### src/rtl/dcta_pkg.sv
package dcta_pkg;

   // Temperature words are signed whole degrees
   localparam int                TEMP_W      = 10;
   typedef logic signed [TEMP_W-1:0] dcta_temp_t;
   localparam int                NUM_CH      = 2;
   localparam dcta_temp_t        HYST_DEG    = 10'sh001;
   localparam int                SP_STEP_SH  = 2;
   localparam dcta_temp_t        SP_BIAS_DEG = 10'sh001;
   localparam int                CRITICAL_COMPARE_W      = 8;
   localparam int                OFS_W       = 6;

   // Timing of the channel switch before each conversion
   localparam int                CLK_PERIOD_NS = 4;
   localparam int                SETTLE_NS     = 100;
   localparam int                SETTLE_CYC    =
      (SETTLE_NS + CLK_PERIOD_NS - 1) / CLK_PERIOD_NS;
   localparam int                CNT_W         = 8;
   localparam logic [CNT_W-1:0]  SETTLE_LAST   = CNT_W'(SETTLE_CYC - 1);

   // Register map
   localparam int                ADDR_W       = 8;
   localparam int                DATA_W       = 32;
   localparam logic [ADDR_W-1:0] REG_CONFIG   = 8'h00;
   localparam logic [ADDR_W-1:0] REG_LIMITS   = 8'h04;
   localparam logic [ADDR_W-1:0] REG_STATUS   = 8'h08;
   localparam logic [ADDR_W-1:0] REG_READING0 = 8'h0C;
   localparam logic [ADDR_W-1:0] REG_READING1 = 8'h10;
   localparam logic [ADDR_W-1:0] REG_IRQ_STAT = 8'h14;
   localparam logic [ADDR_W-1:0] REG_IRQ_MASK = 8'h18;

   // Field positions and reset values
   localparam int                CFG_EN_BIT      = 0;
   localparam int                CFG_CRITICAL_COMPARE_LT_BIT = 1;
   localparam int                CFG_L0_LT_BIT   = 2;
   localparam int                CFG_L1_LT_BIT   = 3;
   localparam logic [DATA_W-1:0] CFG_MASK        = 32'h0000_000F;
   localparam logic [DATA_W-1:0] CFG_RESET       = 32'h0000_0001;
   localparam int                LIM_CRITICAL_COMPARE_LSB    = 0;
   localparam int                LIM_A_LSB       = 8;
   localparam int                LIM_B_LSB       = 16;
   localparam logic [DATA_W-1:0] LIM_MASK        = 32'h003F_3FFF;
   localparam logic [DATA_W-1:0] LIM_RESET       = 32'h0000_0064;
   localparam int                ST_ALARM_LSB    = 0;
   localparam int                ST_VALID_LSB    = 3;
   localparam int                ST_CAUSE_LSB    = 5;
   localparam int                ST_PIN_LSB      = 8;
   localparam int                NUM_ALARM       = 3;
   localparam int                AL_CRITICAL_COMPARE         = 0;
   localparam int                AL_L0           = 1;
   localparam int                AL_L1           = 2;
   localparam int                IRQ_W           = 4;
   localparam int                IRQ_SCAN        = 3;

endpackage

### src/rtl/dcta_hyst_cmp.sv
`timescale 1ns/10ps
module dcta_hyst_cmp
   import dcta_pkg::*;
(
   input  logic       clock,
   input  logic       rst_n,
   input  logic       update,
   input  dcta_temp_t reading,
   input  dcta_temp_t limit,
   input  logic       mode_lt,
   output logic       state_q
);

   logic state_d;

   // Trip and release thresholds one degree apart
   wire set_gt = reading > limit;
   wire clr_gt = reading <= limit - HYST_DEG;
   wire set_lt = reading < limit;
   wire clr_lt = reading >= limit + HYST_DEG;
   wire set_c  = mode_lt ? set_lt : set_gt;
   wire clr_c  = mode_lt ? clr_lt : clr_gt;

   // State moves only on a fresh reading, so it holds between samples
   assign state_d = !update ? state_q : (state_q ? !clr_c : set_c);

   // Hysteresis state starts false
   always_ff @(posedge clock or negedge rst_n)
   begin
      if (!rst_n)
         state_q <= 1'b0;
      else
         state_q <= state_d;
   end

   chk_gt_trip: assert property (@(posedge clock) disable iff (!rst_n)
      update && !mode_lt && !state_q && reading > limit |=> state_q)
      else $error("greater-than compare did not trip");

   chk_hyst_hold: assert property (@(posedge clock) disable iff (!rst_n)
      update && state_q && mode_lt && reading < limit + HYST_DEG
      |=> state_q)
      else $error("less-than compare released inside hysteresis");

   chk_idle_hold: assert property (@(posedge clock) disable iff (!rst_n)
      !update |=> state_q == $past(state_q))
      else $error("compare state moved without a reading");

endmodule

### src/rtl/dcta_scan.sv
`timescale 1ns/10ps
module dcta_scan
   import dcta_pkg::*;
(
   input  logic              clock,
   input  logic              rst_n,
   input  logic              enable,
   input  logic              conv_done,
   input  dcta_temp_t        conv_temp,
   output logic              conv_start_q,
   output logic              conv_channel_q,
   output logic [NUM_CH-1:0] upd_q,
   output logic [NUM_CH-1:0] valid_q,
   output dcta_temp_t        reading0,
   output dcta_temp_t        reading1
);

   typedef enum logic [1:0] {SC_IDLE, SC_SETTLE, SC_CONV} dcta_scan_t;

   dcta_scan_t        state_q, state_d;
   logic [CNT_W-1:0]  cnt_q, cnt_d;
   logic              start_d;
   dcta_temp_t        rd_q [NUM_CH];

   wire conv_end = (state_q == SC_CONV) && conv_done;

   // One channel at a time: the next settle starts only after done
   always_comb
   begin
      state_d = state_q;
      cnt_d   = cnt_q;
      start_d = 1'b0;
      case (state_q)
         SC_IDLE:
            if (enable)
            begin
               state_d = SC_SETTLE;
               cnt_d   = '0;
            end
         SC_SETTLE:
            if (cnt_q == SETTLE_LAST)
            begin
               state_d = SC_CONV;
               start_d = 1'b1;
            end
            else
               cnt_d = cnt_q + 1'b1;
         SC_CONV:
            if (conv_done)
            begin
               state_d = enable ? SC_SETTLE : SC_IDLE;
               cnt_d   = '0;
            end
         default:
            state_d = SC_IDLE;
      endcase
   end

   always_ff @(posedge clock or negedge rst_n)
   begin
      if (!rst_n)
      begin
         state_q        <= SC_IDLE;
         cnt_q          <= '0;
         conv_start_q   <= 1'b0;
         conv_channel_q <= 1'b0;
      end
      else
      begin
         state_q        <= state_d;
         cnt_q          <= cnt_d;
         conv_start_q   <= start_d;
         conv_channel_q <= conv_channel_q ^ conv_end;
      end
   end

   // Each channel keeps its own latest reading and valid flag
   for (genvar ch = 0; ch < NUM_CH; ch++)
   begin : g_ch
      wire hit = conv_end && (conv_channel_q == 1'(ch));
      always_ff @(posedge clock or negedge rst_n)
      begin
         if (!rst_n)
         begin
            rd_q[ch]    <= '0;
            valid_q[ch] <= 1'b0;
            upd_q[ch]   <= 1'b0;
         end
         else
         begin
            rd_q[ch]    <= hit ? conv_temp : rd_q[ch];
            valid_q[ch] <= valid_q[ch] | hit;
            upd_q[ch]   <= hit;
         end
      end
   end

   assign reading0 = rd_q[0];
   assign reading1 = rd_q[1];

   chk_start_conv: assert property (@(posedge clock) disable iff (!rst_n)
      conv_start_q |-> state_q == SC_CONV)
      else $error("conversion started outside the convert state");

   chk_chan_turn: assert property (@(posedge clock) disable iff (!rst_n)
      conv_end |=> conv_channel_q != $past(conv_channel_q))
      else $error("channel did not alternate after a conversion");

endmodule

### src/rtl/dcta_top.sv
// What this block does
// Channels convert one after another; each updates from its own reading.
// Alarm pins are open-drain: pulled low when asserted, else released.
// Critical alarm asserts when either channel trips the shared limit.
// Critical alarm releases when the causing channel clears by a degree.
// One greater/less choice covers both channels' critical compares.
// Limit-one alarm follows channel one against its limit, with hysteresis.
// Limit-one compare has its own greater/less choice.
// Limit-zero alarm tracks its channel against its limit, with hysteresis.
// Limit-zero compare has its own greater/less choice.
// Greater mode trips above limit, clears at or below limit minus one.
// Less mode trips below limit, clears at or above limit plus one.
// Each setpoint is critical limit plus four times offset plus one.
// After reset alarms stay released until both channels have read once.
// Separate state per compare and channel; the setter decides release.
//
// Our own choices: the register offsets and register access over APB.
`timescale 1ns/10ps
module dcta_top
   import dcta_pkg::*;
(
   input  logic              clock,
   input  logic              rst_n,
   input  logic              psel,
   input  logic              penable,
   input  logic              pwrite,
   input  logic [ADDR_W-1:0] paddr,
   input  logic [DATA_W-1:0] pwdata,
   output logic [DATA_W-1:0] prdata,
   output logic              pready,
   output logic              pslverr,
   output logic              conv_start,
   output logic              conv_channel,
   input  logic              conv_done,
   input  dcta_temp_t        conv_temp,
   input  logic              critical_alarm_n_i,
   output logic              critical_alarm_n_o,
   output logic              critical_alarm_n_oe,
   input  logic              limit0_alarm_n_i,
   output logic              limit0_alarm_n_o,
   output logic              limit0_alarm_n_oe,
   input  logic              limit1_alarm_n_i,
   output logic              limit1_alarm_n_o,
   output logic              limit1_alarm_n_oe,
   output logic              irq
);

   logic [DATA_W-1:0]    cfg_q;
   logic [DATA_W-1:0]    lim_q;
   logic [IRQ_W-1:0]     irq_stat_q, irq_stat_d;
   logic [IRQ_W-1:0]     irq_mask_q;
   logic                 irq_q;
   logic [DATA_W-1:0]    prdata_q;
   logic                 pready_q;
   logic                 pslverr_q;
   logic [NUM_ALARM-1:0] alarm_oe_q;
   logic [NUM_ALARM-1:0] pull_level_q;
   logic [NUM_ALARM-1:0] pin_meta_q;
   logic [NUM_ALARM-1:0] pin_sync_q;
   logic [NUM_CH-1:0]    upd;
   logic [NUM_CH-1:0]    valid;
   logic [NUM_CH-1:0]    critical_compare_st;
   logic                 l0_st;
   logic                 l1_st;
   dcta_temp_t           reading0;
   dcta_temp_t           reading1;
   dcta_temp_t           rd_arr [NUM_CH];

   // Sequential sampling of the two sensing channels
   dcta_scan u_scan
   (
      .clock          (clock),
      .rst_n          (rst_n),
      .enable         (cfg_q[CFG_EN_BIT]),
      .conv_done      (conv_done),
      .conv_temp      (conv_temp),
      .conv_start_q   (conv_start),
      .conv_channel_q (conv_channel),
      .upd_q          (upd),
      .valid_q        (valid),
      .reading0       (reading0),
      .reading1       (reading1)
   );

   assign rd_arr[0] = reading0;
   assign rd_arr[1] = reading1;

   // Limits: offsets are signed steps of four degrees around the critical
   wire [CRITICAL_COMPARE_W-1:0] critical_compare_raw = lim_q[LIM_CRITICAL_COMPARE_LSB +: CRITICAL_COMPARE_W];
   wire [OFS_W-1:0]  ofs_a    = lim_q[LIM_A_LSB +: OFS_W];
   wire [OFS_W-1:0]  ofs_b    = lim_q[LIM_B_LSB +: OFS_W];
   wire dcta_temp_t  critical_limit = dcta_temp_t'({2'b00, critical_compare_raw});
   wire dcta_temp_t  ofs_a_ext =
      dcta_temp_t'({{(TEMP_W-OFS_W){ofs_a[OFS_W-1]}}, ofs_a});
   wire dcta_temp_t  ofs_b_ext =
      dcta_temp_t'({{(TEMP_W-OFS_W){ofs_b[OFS_W-1]}}, ofs_b});
   wire dcta_temp_t  limit0_value =
      critical_limit + (ofs_a_ext <<< SP_STEP_SH) + SP_BIAS_DEG;
   wire dcta_temp_t  limit1_value =
      critical_limit + (ofs_b_ext <<< SP_STEP_SH) + SP_BIAS_DEG;

   // Critical compare per channel; one mode bit serves both
   for (genvar ch = 0; ch < NUM_CH; ch++)
   begin : g_critical_compare
      dcta_hyst_cmp u_critical_compare_cmp
      (
         .clock   (clock),
         .rst_n   (rst_n),
         .update  (upd[ch]),
         .reading (rd_arr[ch]),
         .limit   (critical_limit),
         .mode_lt (cfg_q[CFG_CRITICAL_COMPARE_LT_BIT]),
         .state_q (critical_compare_st[ch])
      );
   end

   // Limit-zero compare watches channel zero
   dcta_hyst_cmp u_l0_cmp
   (
      .clock   (clock),
      .rst_n   (rst_n),
      .update  (upd[0]),
      .reading (reading0),
      .limit   (limit0_value),
      .mode_lt (cfg_q[CFG_L0_LT_BIT]),
      .state_q (l0_st)
   );

   // Limit-one compare watches channel one
   dcta_hyst_cmp u_l1_cmp
   (
      .clock   (clock),
      .rst_n   (rst_n),
      .update  (upd[1]),
      .reading (reading1),
      .limit   (limit1_value),
      .mode_lt (cfg_q[CFG_L1_LT_BIT]),
      .state_q (l1_st)
   );

   // Alarms stay released until both channels have a reading
   wire all_valid = &valid;
   wire critical_compare_on   = all_valid && (|critical_compare_st);
   wire [NUM_ALARM-1:0] alarm_on = {all_valid && l1_st,
                                    all_valid && l0_st,
                                    critical_compare_on};
   wire [NUM_ALARM-1:0] alarm_rise = alarm_on & ~alarm_oe_q;

   // Open-drain drive: the output level is always low, only enable moves
   always_ff @(posedge clock or negedge rst_n)
   begin
      if (!rst_n)
      begin
         alarm_oe_q   <= '0;
         pull_level_q <= '0;
      end
      else
      begin
         alarm_oe_q   <= alarm_on;
         pull_level_q <= '0;
      end
   end

   assign critical_alarm_n_oe = alarm_oe_q[AL_CRITICAL_COMPARE];
   assign limit0_alarm_n_oe   = alarm_oe_q[AL_L0];
   assign limit1_alarm_n_oe   = alarm_oe_q[AL_L1];
   assign critical_alarm_n_o  = pull_level_q[AL_CRITICAL_COMPARE];
   assign limit0_alarm_n_o    = pull_level_q[AL_L0];
   assign limit1_alarm_n_o    = pull_level_q[AL_L1];

   // Pin levels come back through two flops; another driver shows here
   wire [NUM_ALARM-1:0] pin_raw = {limit1_alarm_n_i,
                                   limit0_alarm_n_i,
                                   critical_alarm_n_i};
   for (genvar p = 0; p < NUM_ALARM; p++)
   begin : g_pin
      always_ff @(posedge clock or negedge rst_n)
      begin
         if (!rst_n)
         begin
            pin_meta_q[p] <= 1'b1;
            pin_sync_q[p] <= 1'b1;
         end
         else
         begin
            pin_meta_q[p] <= pin_raw[p];
            pin_sync_q[p] <= pin_meta_q[p];
         end
      end
   end

   // APB decode: one wait state so read data leaves a flop
   wire access   = psel && penable;
   wire xfer_end = access && pready_q;
   wire wr_en    = xfer_end && pwrite;
   wire hit_cfg  = paddr == REG_CONFIG;
   wire hit_lim  = paddr == REG_LIMITS;
   wire hit_stat = paddr == REG_STATUS;
   wire hit_rd0  = paddr == REG_READING0;
   wire hit_rd1  = paddr == REG_READING1;
   wire hit_ist  = paddr == REG_IRQ_STAT;
   wire hit_imk  = paddr == REG_IRQ_MASK;
   wire hit_any  = hit_cfg | hit_lim | hit_stat | hit_rd0 | hit_rd1 |
                   hit_ist | hit_imk;

   // Status word shows alarm drive, valid flags, cause and pin levels
   wire [DATA_W-1:0] stat_word =
      (DATA_W'(alarm_oe_q) << ST_ALARM_LSB) |
      (DATA_W'(valid)      << ST_VALID_LSB) |
      (DATA_W'(critical_compare_st)    << ST_CAUSE_LSB) |
      (DATA_W'(pin_sync_q) << ST_PIN_LSB);
   wire [DATA_W-1:0] rd0_word =
      {{(DATA_W-TEMP_W){reading0[TEMP_W-1]}}, reading0};
   wire [DATA_W-1:0] rd1_word =
      {{(DATA_W-TEMP_W){reading1[TEMP_W-1]}}, reading1};
   wire [DATA_W-1:0] rd_sel =
      hit_cfg  ? cfg_q :
      hit_lim  ? lim_q :
      hit_stat ? stat_word :
      hit_rd0  ? rd0_word :
      hit_rd1  ? rd1_word :
      hit_ist  ? DATA_W'(irq_stat_q) :
      hit_imk  ? DATA_W'(irq_mask_q) :
      '0;

   // Bus answer registers
   always_ff @(posedge clock or negedge rst_n)
   begin
      if (!rst_n)
      begin
         pready_q  <= 1'b0;
         prdata_q  <= '0;
         pslverr_q <= 1'b0;
      end
      else
      begin
         pready_q  <= access && !pready_q;
         prdata_q  <= (access && !pready_q && !pwrite) ? rd_sel : '0;
         pslverr_q <= access && !pready_q && !hit_any;
      end
   end

   assign prdata  = prdata_q;
   assign pready  = pready_q;
   assign pslverr = pslverr_q;

   // Configuration registers; unmapped bits stay zero
   always_ff @(posedge clock or negedge rst_n)
   begin
      if (!rst_n)
      begin
         cfg_q      <= CFG_RESET;
         lim_q      <= LIM_RESET;
         irq_mask_q <= '0;
      end
      else
      begin
         if (wr_en && hit_cfg)
            cfg_q <= pwdata & CFG_MASK;
         if (wr_en && hit_lim)
            lim_q <= pwdata & LIM_MASK;
         if (wr_en && hit_imk)
            irq_mask_q <= pwdata[IRQ_W-1:0];
      end
   end

   // Sticky events: an event in the clearing cycle survives the clear
   wire [IRQ_W-1:0] irq_evt = {upd[1], alarm_rise};
   wire [IRQ_W-1:0] irq_clr =
      (wr_en && hit_ist) ? pwdata[IRQ_W-1:0] : '0;
   assign irq_stat_d = (irq_stat_q & ~irq_clr) | irq_evt;

   always_ff @(posedge clock or negedge rst_n)
   begin
      if (!rst_n)
      begin
         irq_stat_q <= '0;
         irq_q      <= 1'b0;
      end
      else
      begin
         irq_stat_q <= irq_stat_d;
         irq_q      <= |(irq_stat_q & irq_mask_q);
      end
   end

   assign irq = irq_q;

   chk_critical_compare_assert: assert property (@(posedge clock)
      disable iff (!rst_n)
      all_valid && (|critical_compare_st) |=> critical_alarm_n_oe)
      else $error("critical alarm not pulled while a channel trips");

   chk_startup_quiet: assert property (@(posedge clock)
      disable iff (!rst_n)
      !all_valid |=> !(critical_alarm_n_oe || limit0_alarm_n_oe ||
                       limit1_alarm_n_oe))
      else $error("alarm driven before both channels were read");

   chk_never_high: assert property (@(posedge clock) disable iff (!rst_n)
      !critical_alarm_n_o && !limit0_alarm_n_o && !limit1_alarm_n_o)
      else $error("alarm pin driven high");

   chk_limit_follow: assert property (@(posedge clock)
      disable iff (!rst_n)
      all_valid && $changed(l0_st) |=> limit0_alarm_n_oe == $past(l0_st))
      else $error("limit-zero alarm does not follow its compare");

   chk_irq_sticky: assert property (@(posedge clock) disable iff (!rst_n)
      irq_evt[AL_CRITICAL_COMPARE] |=> irq_stat_q[AL_CRITICAL_COMPARE] ##1 irq_stat_q[AL_CRITICAL_COMPARE] ||
                           $past(wr_en && hit_ist))
      else $error("critical event lost from status");

   // Alarm pins and event flags follow their compares; the irq line follows unmasked flags
   chk_l1_follow: assert property (@(posedge clock)
      disable iff (!rst_n)
      all_valid && $changed(l1_st) |=> limit1_alarm_n_oe == $past(l1_st))
      else $error("limit-one alarm does not follow its compare");

   chk_critical_compare_release: assert property (@(posedge clock)
      disable iff (!rst_n)
      !(|critical_compare_st) |=> !critical_alarm_n_oe)
      else $error("critical alarm held with no channel tripped");

   chk_l1_event: assert property (@(posedge clock)
      disable iff (!rst_n)
      alarm_rise[AL_L1] |=> irq_stat_q[AL_L1])
      else $error("limit-one rise not recorded");

   chk_irq_level: assert property (@(posedge clock)
      disable iff (!rst_n)
      (|(irq_stat_q & irq_mask_q)) |=> irq)
      else $error("interrupt low with an unmasked event");

   // Bus answer: one pulse per transfer, error only off the map
   chk_ready_pulse: assert property (@(posedge clock)
      disable iff (!rst_n)
      pready |=> !pready)
      else $error("ready held for more than one cycle");

   chk_err_unmapped: assert property (@(posedge clock)
      disable iff (!rst_n)
      xfer_end |-> pslverr == !hit_any)
      else $error("error flag does not match the address decode");

   chk_cfg_write: assert property (@(posedge clock)
      disable iff (!rst_n)
      wr_en && hit_cfg |=> cfg_q == ($past(pwdata) & CFG_MASK))
      else $error("configuration write did not land");

endmodule

### config.mk
export PLATFORM = sky130hd
export DESIGN_NAME = dcta_top
export DESIGN_NICKNAME = d
export VERILOG_FILES = /design/src/rtl/dcta_pkg.sv /design/src/rtl/dcta_hyst_cmp.sv /design/src/rtl/dcta_scan.sv /design/src/rtl/dcta_top.sv
export SDC_FILE = /design/constraint.sdc
export NUM_CORES = 1
export LEC_CHECK = 0
export BUFFER_PORTS_ARGS = -buffer_cell sky130_fd_sc_hd__buf_2
export CAP_MARGIN = 10
export CORE_MARGIN = 10
export CORE_UTILIZATION = 30
export DETAILED_ROUTE_END_ITERATION = 16
export SETUP_SLACK_MARGIN = 0.15
export SLEW_MARGIN = 25
export SYNTH_ARGS = -nofsm -noshare
export SYNTH_HDL_FRONTEND = slang
export SYNTH_SLANG_ARGS = --single-unit
### constraint.sdc
create_clock -name clock -period 5.9 [get_ports clock]
set_clock_uncertainty 0.1 [all_clocks]
set_input_delay 0.295 -clock clock [delete_from_list [all_inputs] [get_ports clock]]
set_output_delay 0.295 -clock clock [all_outputs]
set_load 0.01 [all_outputs]
==> results.ini, run 1 <==
[status]
status = finished clean

[grt]
antenna_found_initial = 1
grt.overflow.total = 0
track_usage_pct = 13.7
grt_pass1_wl_mm = 39.5
grt_pass1_vias = 7152
grt_max_degree = 57

[final_layout]
drive_gt1_share_pct = 17.3
nets = 1138
final_cells = 1343
syn_to_final_growth_pct = 12.6
num_antenna_cells = 0

[cts]
cts-htree-levels = 3
clk_pin_slew_ns = 0.08
cts_tree = yes
clock_sinks = 105
cts_buffers = 9
cts-root-to-sink-buffers = 2
root_buffer = clkbuf_16
worstSkewPairLatency_ns = 0.36
post_cts_buffers = 0

[yosys]
synthArstFlopShare_pct = 100
ys_ff_latch = 105
ys_warn_count = 0
syn_area_sq_um = 8540
synth_xor_area_share_pct = 6.55
synth_edf_count = 0
synth_top_family_by_area = adder cells
synth_compound_gate_area_share_pct = 16.0
synthMuxAreaShare_pct = 8.24
synth_fa_ha_area_share_pct = 18.0
synth-simple-area-share_pct = 15.9
synthCells = 889
syn_area_per_cell_sq_um = 9.60
ys_seq_area_share_pct = 30.9
synth_flop_cell = dfrtp_1
ys_types = 79

[route]
num_vias = 7030
avgRoutedWirePerCell_um = 18.2
drt_pass1_iterations = 5
vias_per_cell = 5.23
drcViolationCount = 0
drtIter0Drc = 466
detail-route-antenna-nets = 0
wirelength_mm = 24.5

[timing]
drv_slew = 0
slew-limit-headroom_pct = 46.6
fmax_ghz = 0.219
setup_viol = 0
fin_worst_hold_slack_ns = 0.00565
hold_viol = 0
tightest_slew_ns = 0.801
finalSetupTns_ns = 0
rsz0062_at_grt = false
post-route-min-period_ns = 4.56
fin_crit_sh_pct = 77.4

[power]
p_sw_share_pct = 27.9
p_seq_share_pct = 50.5
combPwrFrac_pct = 9.5
p_sw_w = 0.000428
p_per_area_nw_per_um2 = 160
clkPwrFrac_pct = 40.0
p_leak_nw = 4.55
ir_drop_mv = 0.135
power.internal_w = 0.00111

[die]
dieArea_sq_um = 35600
core_area_sq_um = 27900
die_h_um = 189
start_util_pct = 30.6
fp.dieW_um = 189
io_pins = 102
rows = 61

[worst_setup_path]
critPathKind = reg -> reg
worst-path-max-fanout = 11
cp.required_ns = 6.08
end_kind = flop
cp-start-kind = flop
worst_ep_arrival_time_ns = 4.74

[placed_design]
placedCellCount = 1323
place_hpwl_mm = 18.8
io_buffers = 86
gp_congestion = 0.905

[job]
max-cap-violations = 0

[hold_path]
hold_path_class = in -> reg

[cells in the mapped netlist (7+ instances only)]
cell	n	share of area, %
mux2_2	28	3.7
o21ai_0	37	2.2
clkbuf_1	11	0.48
dfrtp_1	95	28
xnor2_1	50	5.1
mux2i_1	14	1.6
nor2b_1	17	1.2
nor3_1	18	1.1
and2_1	7	0.51
nand3_1	28	1.6
nand2b_1	18	1.3
a21o_1	18	1.6
inv_1	43	1.9
a211oi_1	9	0.79
ha_1	119	17
buf_4	15	1.3
nor2_1	49	2.2
nand2_1	64	2.8
o21a_1	20	1.8
nand4_1	16	1.2
dfstp_2	10	3.1
o211ai_1	10	0.88
mux2_1	20	2.6
xor2_1	12	1.2
a21oi_1	34	2.0
[routing by layer]
layer / up-vias / wire, um / track usage, %
met5: - / 7 / 0
met4: 2 / 422 / 3.21
met3: 35 / 1300 / 2.62
met2: 207 / 11200 / 22.2
met1: 3426 / 11500 / 18.3
li1: 3360 / - / -
[what timing repair did]
item | in CTS | in global routing
resized for setup | 0 | 0
hold buffers | 4 | 0
endpoints found under the hold margin | 44 | 0
[sequential cells by signal, indices dropped and copies added (netlist names), 2 cells and up]
signal / count
u_scan.reading0: 10
alarm_oe_q: 3
cfg_q: 4
u_scan.reading1: 10
u_scan.upd_q: 2
u_scan.valid_q: 2
pin_sync_q: 3
u_scan.state_q: 2
irq_mask_q: 4
pin_meta_q: 3
g_critical_compare.u_critical_compare_cmp.state_q: 2
lim_q: 20
irq_stat_q: 4
prdata: 21
u_scan.cnt_q: 8
[per-stage QoR]
step	setup slack, ns	instance area [sq um]	util [%]	power, W
floorplan	2.08	8540	-	0.000872
global placement	1.51	9260	33.2	0.000931
detailed placement	1.44	9280	33.2	0.000934
CTS	1.42	9610	34.4	0.00154
global route	1.04	9610	34.4	0.00161
finish	1.34	9610	34.4	0.00154
[layout by cell type (no fill, tap or decap), drive strengths merged, types with 20 or more instances in the layout]
cell type  count
xnor2         51
a21oi         35
nand2         64
inv           45
nor3          20
nand3         29
buf           91
ha           119
nor2          50
o21a          20
mux2          48
dfrtp         95
o21ai         43
[worst max-delay path: stages (launching register included)]
cell and delay (ns):
dfrtp_1 0.61, ha_1 0.53, a21oi_2 0.16, o21bai_1 0.19, xor2_1 0.52, inv_1 0.18
ha_1 0.35, a21oi_1 0.16, a21boi_0 0.10, o31a_1 0.29, maj3_2 0.31, maj3_2 0.31
maj3_2 0.31, o21ai_2 0.13, nand4b_1 0.11, o211ai_1 0.11
[worst paths after layout]
check                               from                  to  slack (ns)  depth (start not counted)
max                             lim_q[1]    u_l1_cmp.state_q        1.34                         15
min reg2reg                pin_meta_q[1]       pin_sync_q[1]        0.26                          0
max in group asynchronous          rst_n  u_scan.reading1[9]        4.16                          3
min                             paddr[7]           prdata[3]       0.006                          2
max reg2reg                     lim_q[1]    u_l1_cmp.state_q        1.34                         15
min in group asynchronous          rst_n     u_scan.upd_q[1]        0.37                          2
[area by class of cell]
type | count | area [sq um]
clock buffer | 10 | 229
clock inverter | 6 | 62.6
fill | 2944 | 18300
inverter | 43 | 161
multi-input combinational | 706 | 5530
sequential | 105 | 2640
tap | 378 | 473
timing repair buffer | 95 | 518
[cell families (layout without fill, tap and decap cells)]
family | after synthesis | in the layout
and+or+nand+nor | 262 | 262
AOI/OAI and AO/OA | 192 | 192
adders and majority gates | 123 | 123
xor gates and xnor gates | 63 | 63
other | 1 | 3
muxes | 63 | 63
DFF | 105 | 105
buffers and inverters | 80 | 154
[power groups by stage]
stage | Combinational, W | Sequential (W) | Clock [W]
after floorplan | 0.0000910 | 0.000781 | 0
after global placement | 0.000142 | 0.000789 | 0
after CTS | 0.000148 | 0.000775 | 0.000621
after global routing | 0.000170 | 0.000781 | 0.000655
final | 0.000146 | 0.000776 | 0.000615
after detailed placement | 0.000145 | 0.000789 | 0
No activity file was read; power rests on OpenSTA's default activity.
==> inputs of run 2 (changes only) <==
--- a/config.mk
+++ b/config.mk
@@ -5,6 +5,7 @@
 export SDC_FILE = /design/constraint.sdc
 export NUM_CORES = 1
 export LEC_CHECK = 0
+export ABC_AREA = 1
 export BUFFER_PORTS_ARGS = -buffer_cell sky130_fd_sc_hd__buf_2
 export CAP_MARGIN = 10
 export CORE_MARGIN = 10
==> constraint.sdc (replaced) <==
create_clock -name clock -period 4.35 [get_ports clock]
set_clock_uncertainty 0.1 [all_clocks]
set_input_delay 0.2175 -clock clock [delete_from_list [all_inputs] [get_ports clock]]
set_output_delay 0.2175 -clock clock [all_outputs]
set_load 0.01 [all_outputs]
==> run 2 against run 1 <==
Effect of this change: die area grew 2.3%; sequential power is 39% higher; flip-flop and latch count unchanged; first-iteration DRC count is 14% lower; global-route usage grew 0.88 points; wire length increased by 7.4%; hold slack better by 0.0064 ns; fmax up 16%; critical path type unchanged; largest power group unchanged.
==> results.ini, run 2 <==
[status]
status = finished clean

[yosys]
ys_seq_area_share_pct = 30.2  ; -0.77 points
syn_area_per_cell_sq_um = 7.83  ; -18%
yosysMostFrequentCell = nand2_1
synth_edf_count = 0  ; unchanged
ys_warn_count = 0  ; unchanged
synth_top_area_share_pct = 27.2  ; -0.70 points
ys_ff_latch = 105  ; unchanged
synthCells = 1118  ; +26%
synth-simple-area-share_pct = 24.8  ; +8.9 points
synthMuxAreaShare_pct = 1.93  ; -6.3 points
synth_flop_cell = dfrtp_1
synth_compound_gate_area_share_pct = 12.4  ; -3.5 points
ys_top_cells_by_count = 229 x nand2_1, 136 x inv_1, 119 x ha_1
synth_xor_area_share_pct = 5.57  ; -0.98 points
synth_area_leaders = dfrtp_1 27%, ha_1 17%, nand2_1 9.8%, inv_1 5.8%, nand3_1 4.9%
synth_top_family_by_area = simple AND/OR/NAND/NOR gates
syn_area_sq_um = 8760  ; +2.6%
yosys.area.top_type = dfrtp_1
ys_types = 63  ; -20%
synth_fa_ha_area_share_pct = 17.0  ; -0.96 points
synthArstFlopShare_pct = 100  ; unchanged

[worst_setup_path]
cp.required_ns = 4.51  ; -1.57 ns
critPathKind = reg -> reg
r2r-end = u_l0_cmp.state_q
ff2ff_path_depth = 19  ; +4
worst_ep_arrival_time_ns = 4.08  ; -0.66 ns
reg2reg_setup_slack_ns = 0.43  ; -0.91 ns
end_kind = flop
rr_startpoint = lim_q[0]
worst-path-max-fanout = 7  ; -4
cp-start-kind = flop

[timing]
finalSetupTns_ns = 0  ; unchanged
post-route-min-period_ns = 3.92  ; -0.644 ns
slew-limit-headroom_pct = 39.5  ; -7.1 points
tightest_slew_ns = 0.904  ; +0.103 ns
fin_crit_sh_pct = 90.1  ; +13 points
rsz0062_at_grt = false
hold_viol = 0  ; unchanged
drv_slew = 0  ; unchanged
setup_viol = 0  ; unchanged
fmax_ghz = 0.255  ; +16%

[hold_path]
min_from = pwdata[6]
hold_path_class = in -> reg
worstHoldEndpoint = lim_q[6]
min_path_cells = 3  ; +1

[power]
p_leak_nw = 5.13  ; +13%
ir_drop_mv = 0.188  ; +39%
p_per_area_nw_per_um2 = 225  ; +41%

[cts]
cts_buffers = 9  ; unchanged
cts_tree = yes
cts-root-to-sink-buffers = 2  ; unchanged
clock_sinks = 105  ; unchanged
cts-htree-levels = 3  ; unchanged
worstSkewPairLatency_ns = 0.37  ; about the same
root_buffer = clkbuf_16
clk_pin_slew_ns = 0.08  ; about the same

[route]
drt_pass1_iterations = 5  ; unchanged
avgRoutedWirePerCell_um = 16.3  ; -10%
wirelength_mm = 26.3  ; +7.4%
detail-route-antenna-nets = 0  ; unchanged
drcViolationCount = 0  ; unchanged
num_vias = 7877  ; +12%
drtIter0Drc = 400  ; -14%
vias_per_cell = 4.89  ; -6.6%

[job]
max-cap-violations = 0  ; unchanged

[final_layout]
num_antenna_cells = 0  ; unchanged
syn_to_final_growth_pct = 15.6
drive_gt1_share_pct = 15.8  ; -1.5 points
largest_register_ffs = 21  ; unchanged
n_fill_cell = 2978  ; +1.2%
nets = 1401  ; +23%
finish.instance_area_sq_um = 10100  ; +5.3%
layout_common_cells = 229 x nand2_1, 136 x inv_1, 119 x ha_1
final_common_cell = nand2_1

[placed_design]
dpl-instance-area_sq_um = 9580  ; +3.2%
place_hpwl_mm = 21.2  ; +13%
io_buffers = 86  ; unchanged
gp_congestion = 0.911  ; +0.65%

[die]
io_pins = 102  ; unchanged
fp.dieW_um = 191  ; +1.1%
dieArea_sq_um = 36400  ; +2.3%
rows = 62  ; +1.6%
die_h_um = 191  ; +1.1%
core_area_sq_um = 28800  ; +3.0%
start_util_pct = 30.4  ; -0.14 points

[grt]
grt.overflow.total = 0  ; unchanged
grt_max_degree = 57  ; unchanged
grt_pass1_vias = 7804  ; +9.1%
track_usage_pct = 14.6  ; +0.88 points
grt_pass1_wl_mm = 42.1  ; +6.8%
antenna_found_initial = 0  ; -1

[run 2: cell types whose count changed after synthesis, sizes merged, moves of 33 or more]
| cell | before | now |
|---|---|---|
| nand2 | 64 | 244 |
| inv | 43 | 142 |
| nand3 | 29 | 91 |
| xnor2 | 51 | 13 |
| nor2 | 50 | 84 |
| mux2 | 48 | 15 |
| o21ai | 43 | 76 |
[run 2: per-layer routing]
metal / wire length (um) / track usage [%] / vias up
li1: - / - / 3956
met1: 12300 / 19.2 / 3733
met2: 12300 / 24.0 / 153
met3: 956 / 1.74 / 35
met4: 754 / 5.30 / 0
met5: 0 / 0 / -
[run 2: worst max-delay path: stages, from the launching register on]
cell and delay [ns]:
dfrtp_1 0.53, ha_1 0.48, nor2_1 0.10, nor2_1 0.21
inv_1 0.14, nor4_2 0.38, nand2_1 0.09, nor2_1 0.16
nand3_1 0.12, xnor2_1 0.15, ha_1 0.33, nand2_1 0.12
nor2_1 0.06, o211ai_1 0.10, o2111ai_1 0.15, or2_2 0.29
o2111ai_1 0.10, nand3_1 0.11, nand2_1 0.07, nand2_1 0.05
[run 2: timing repair]
item / CTS / global route
resized for setup: 0 / 1
buffers inserted: 0 / 0
setup endpoints to repair: 0 / 1
hold buffers: 24 / 0
hold endpoints to repair: 50 / 0
[run 2: area by class of cell]
class | count | area (sq um) | area share [%]
clock buffers | 10 | 239 | 2.36
clock inverters | 6 | 62.6 | 0.618
inverters | 144 | 541 | 5.34
multi-input cells | 844 | 5420 | 53.5
flip-flops and latches | 105 | 2640 | 26.1
well taps | 384 | 480 | 4.75
repair buffers | 119 | 741 | 7.32
[run 2: power by group]
group | switching, W | internal, W
clock network | 0.000409 | 0.000419
logic | 0.000225 | 0.000146
registers | 0.0000521 | 0.00103
[run 2: per-stage QoR]
step | setup slack [ns] | cells | total power [W] | hold slack, ns | util [%]
3_5_place_dp | 0.452 | 1572 | 0.00145 | 0.0291 | 33.3
3_3_place_gp | 0.485 | 1572 | 0.00145 | 0.0300 | 33.3
6_report | 0.429 | 1612 | 0.00228 | 0.0120 | 35.2
5_1_grt | 0.162 | 1612 | 0.00240 | 0.0158 | 35.2
2_1_floorplan | 0.913 | 1120 | 0.00133 | -0.178 | -
4_1_cts | 0.431 | 1612 | 0.00230 | 0.00249 | 35.2
[run 2: cells by family (layout without fill, tap and decap cells)]
group                      Yosys count  count (layout)
DFF                                105             105
other                                1               3
adders and majority gates          119             119
buffers and inverters              171             279
AOI/OAI and AO/OA                  184             184
xor gates and xnor gates            51              51
muxes                               15              15
and+or+nand+nor                    472             472
[run 2: how the worst max path moves through the flow]
stage	slack [ns]	startpoint	to
2_1_floorplan	0.91	lim_q[2]	u_l0_cmp.state_q
3_3_place_gp	0.49	lim_q[1]	u_l0_cmp.state_q
3_5_place_dp	0.45	lim_q[1]	u_l0_cmp.state_q
4_1_cts	0.43	lim_q[1]	u_l0_cmp.state_q
5_1_grt	0.16	lim_q[0]	u_l0_cmp.state_q
6_report	0.43	lim_q[0]	u_l0_cmp.state_q
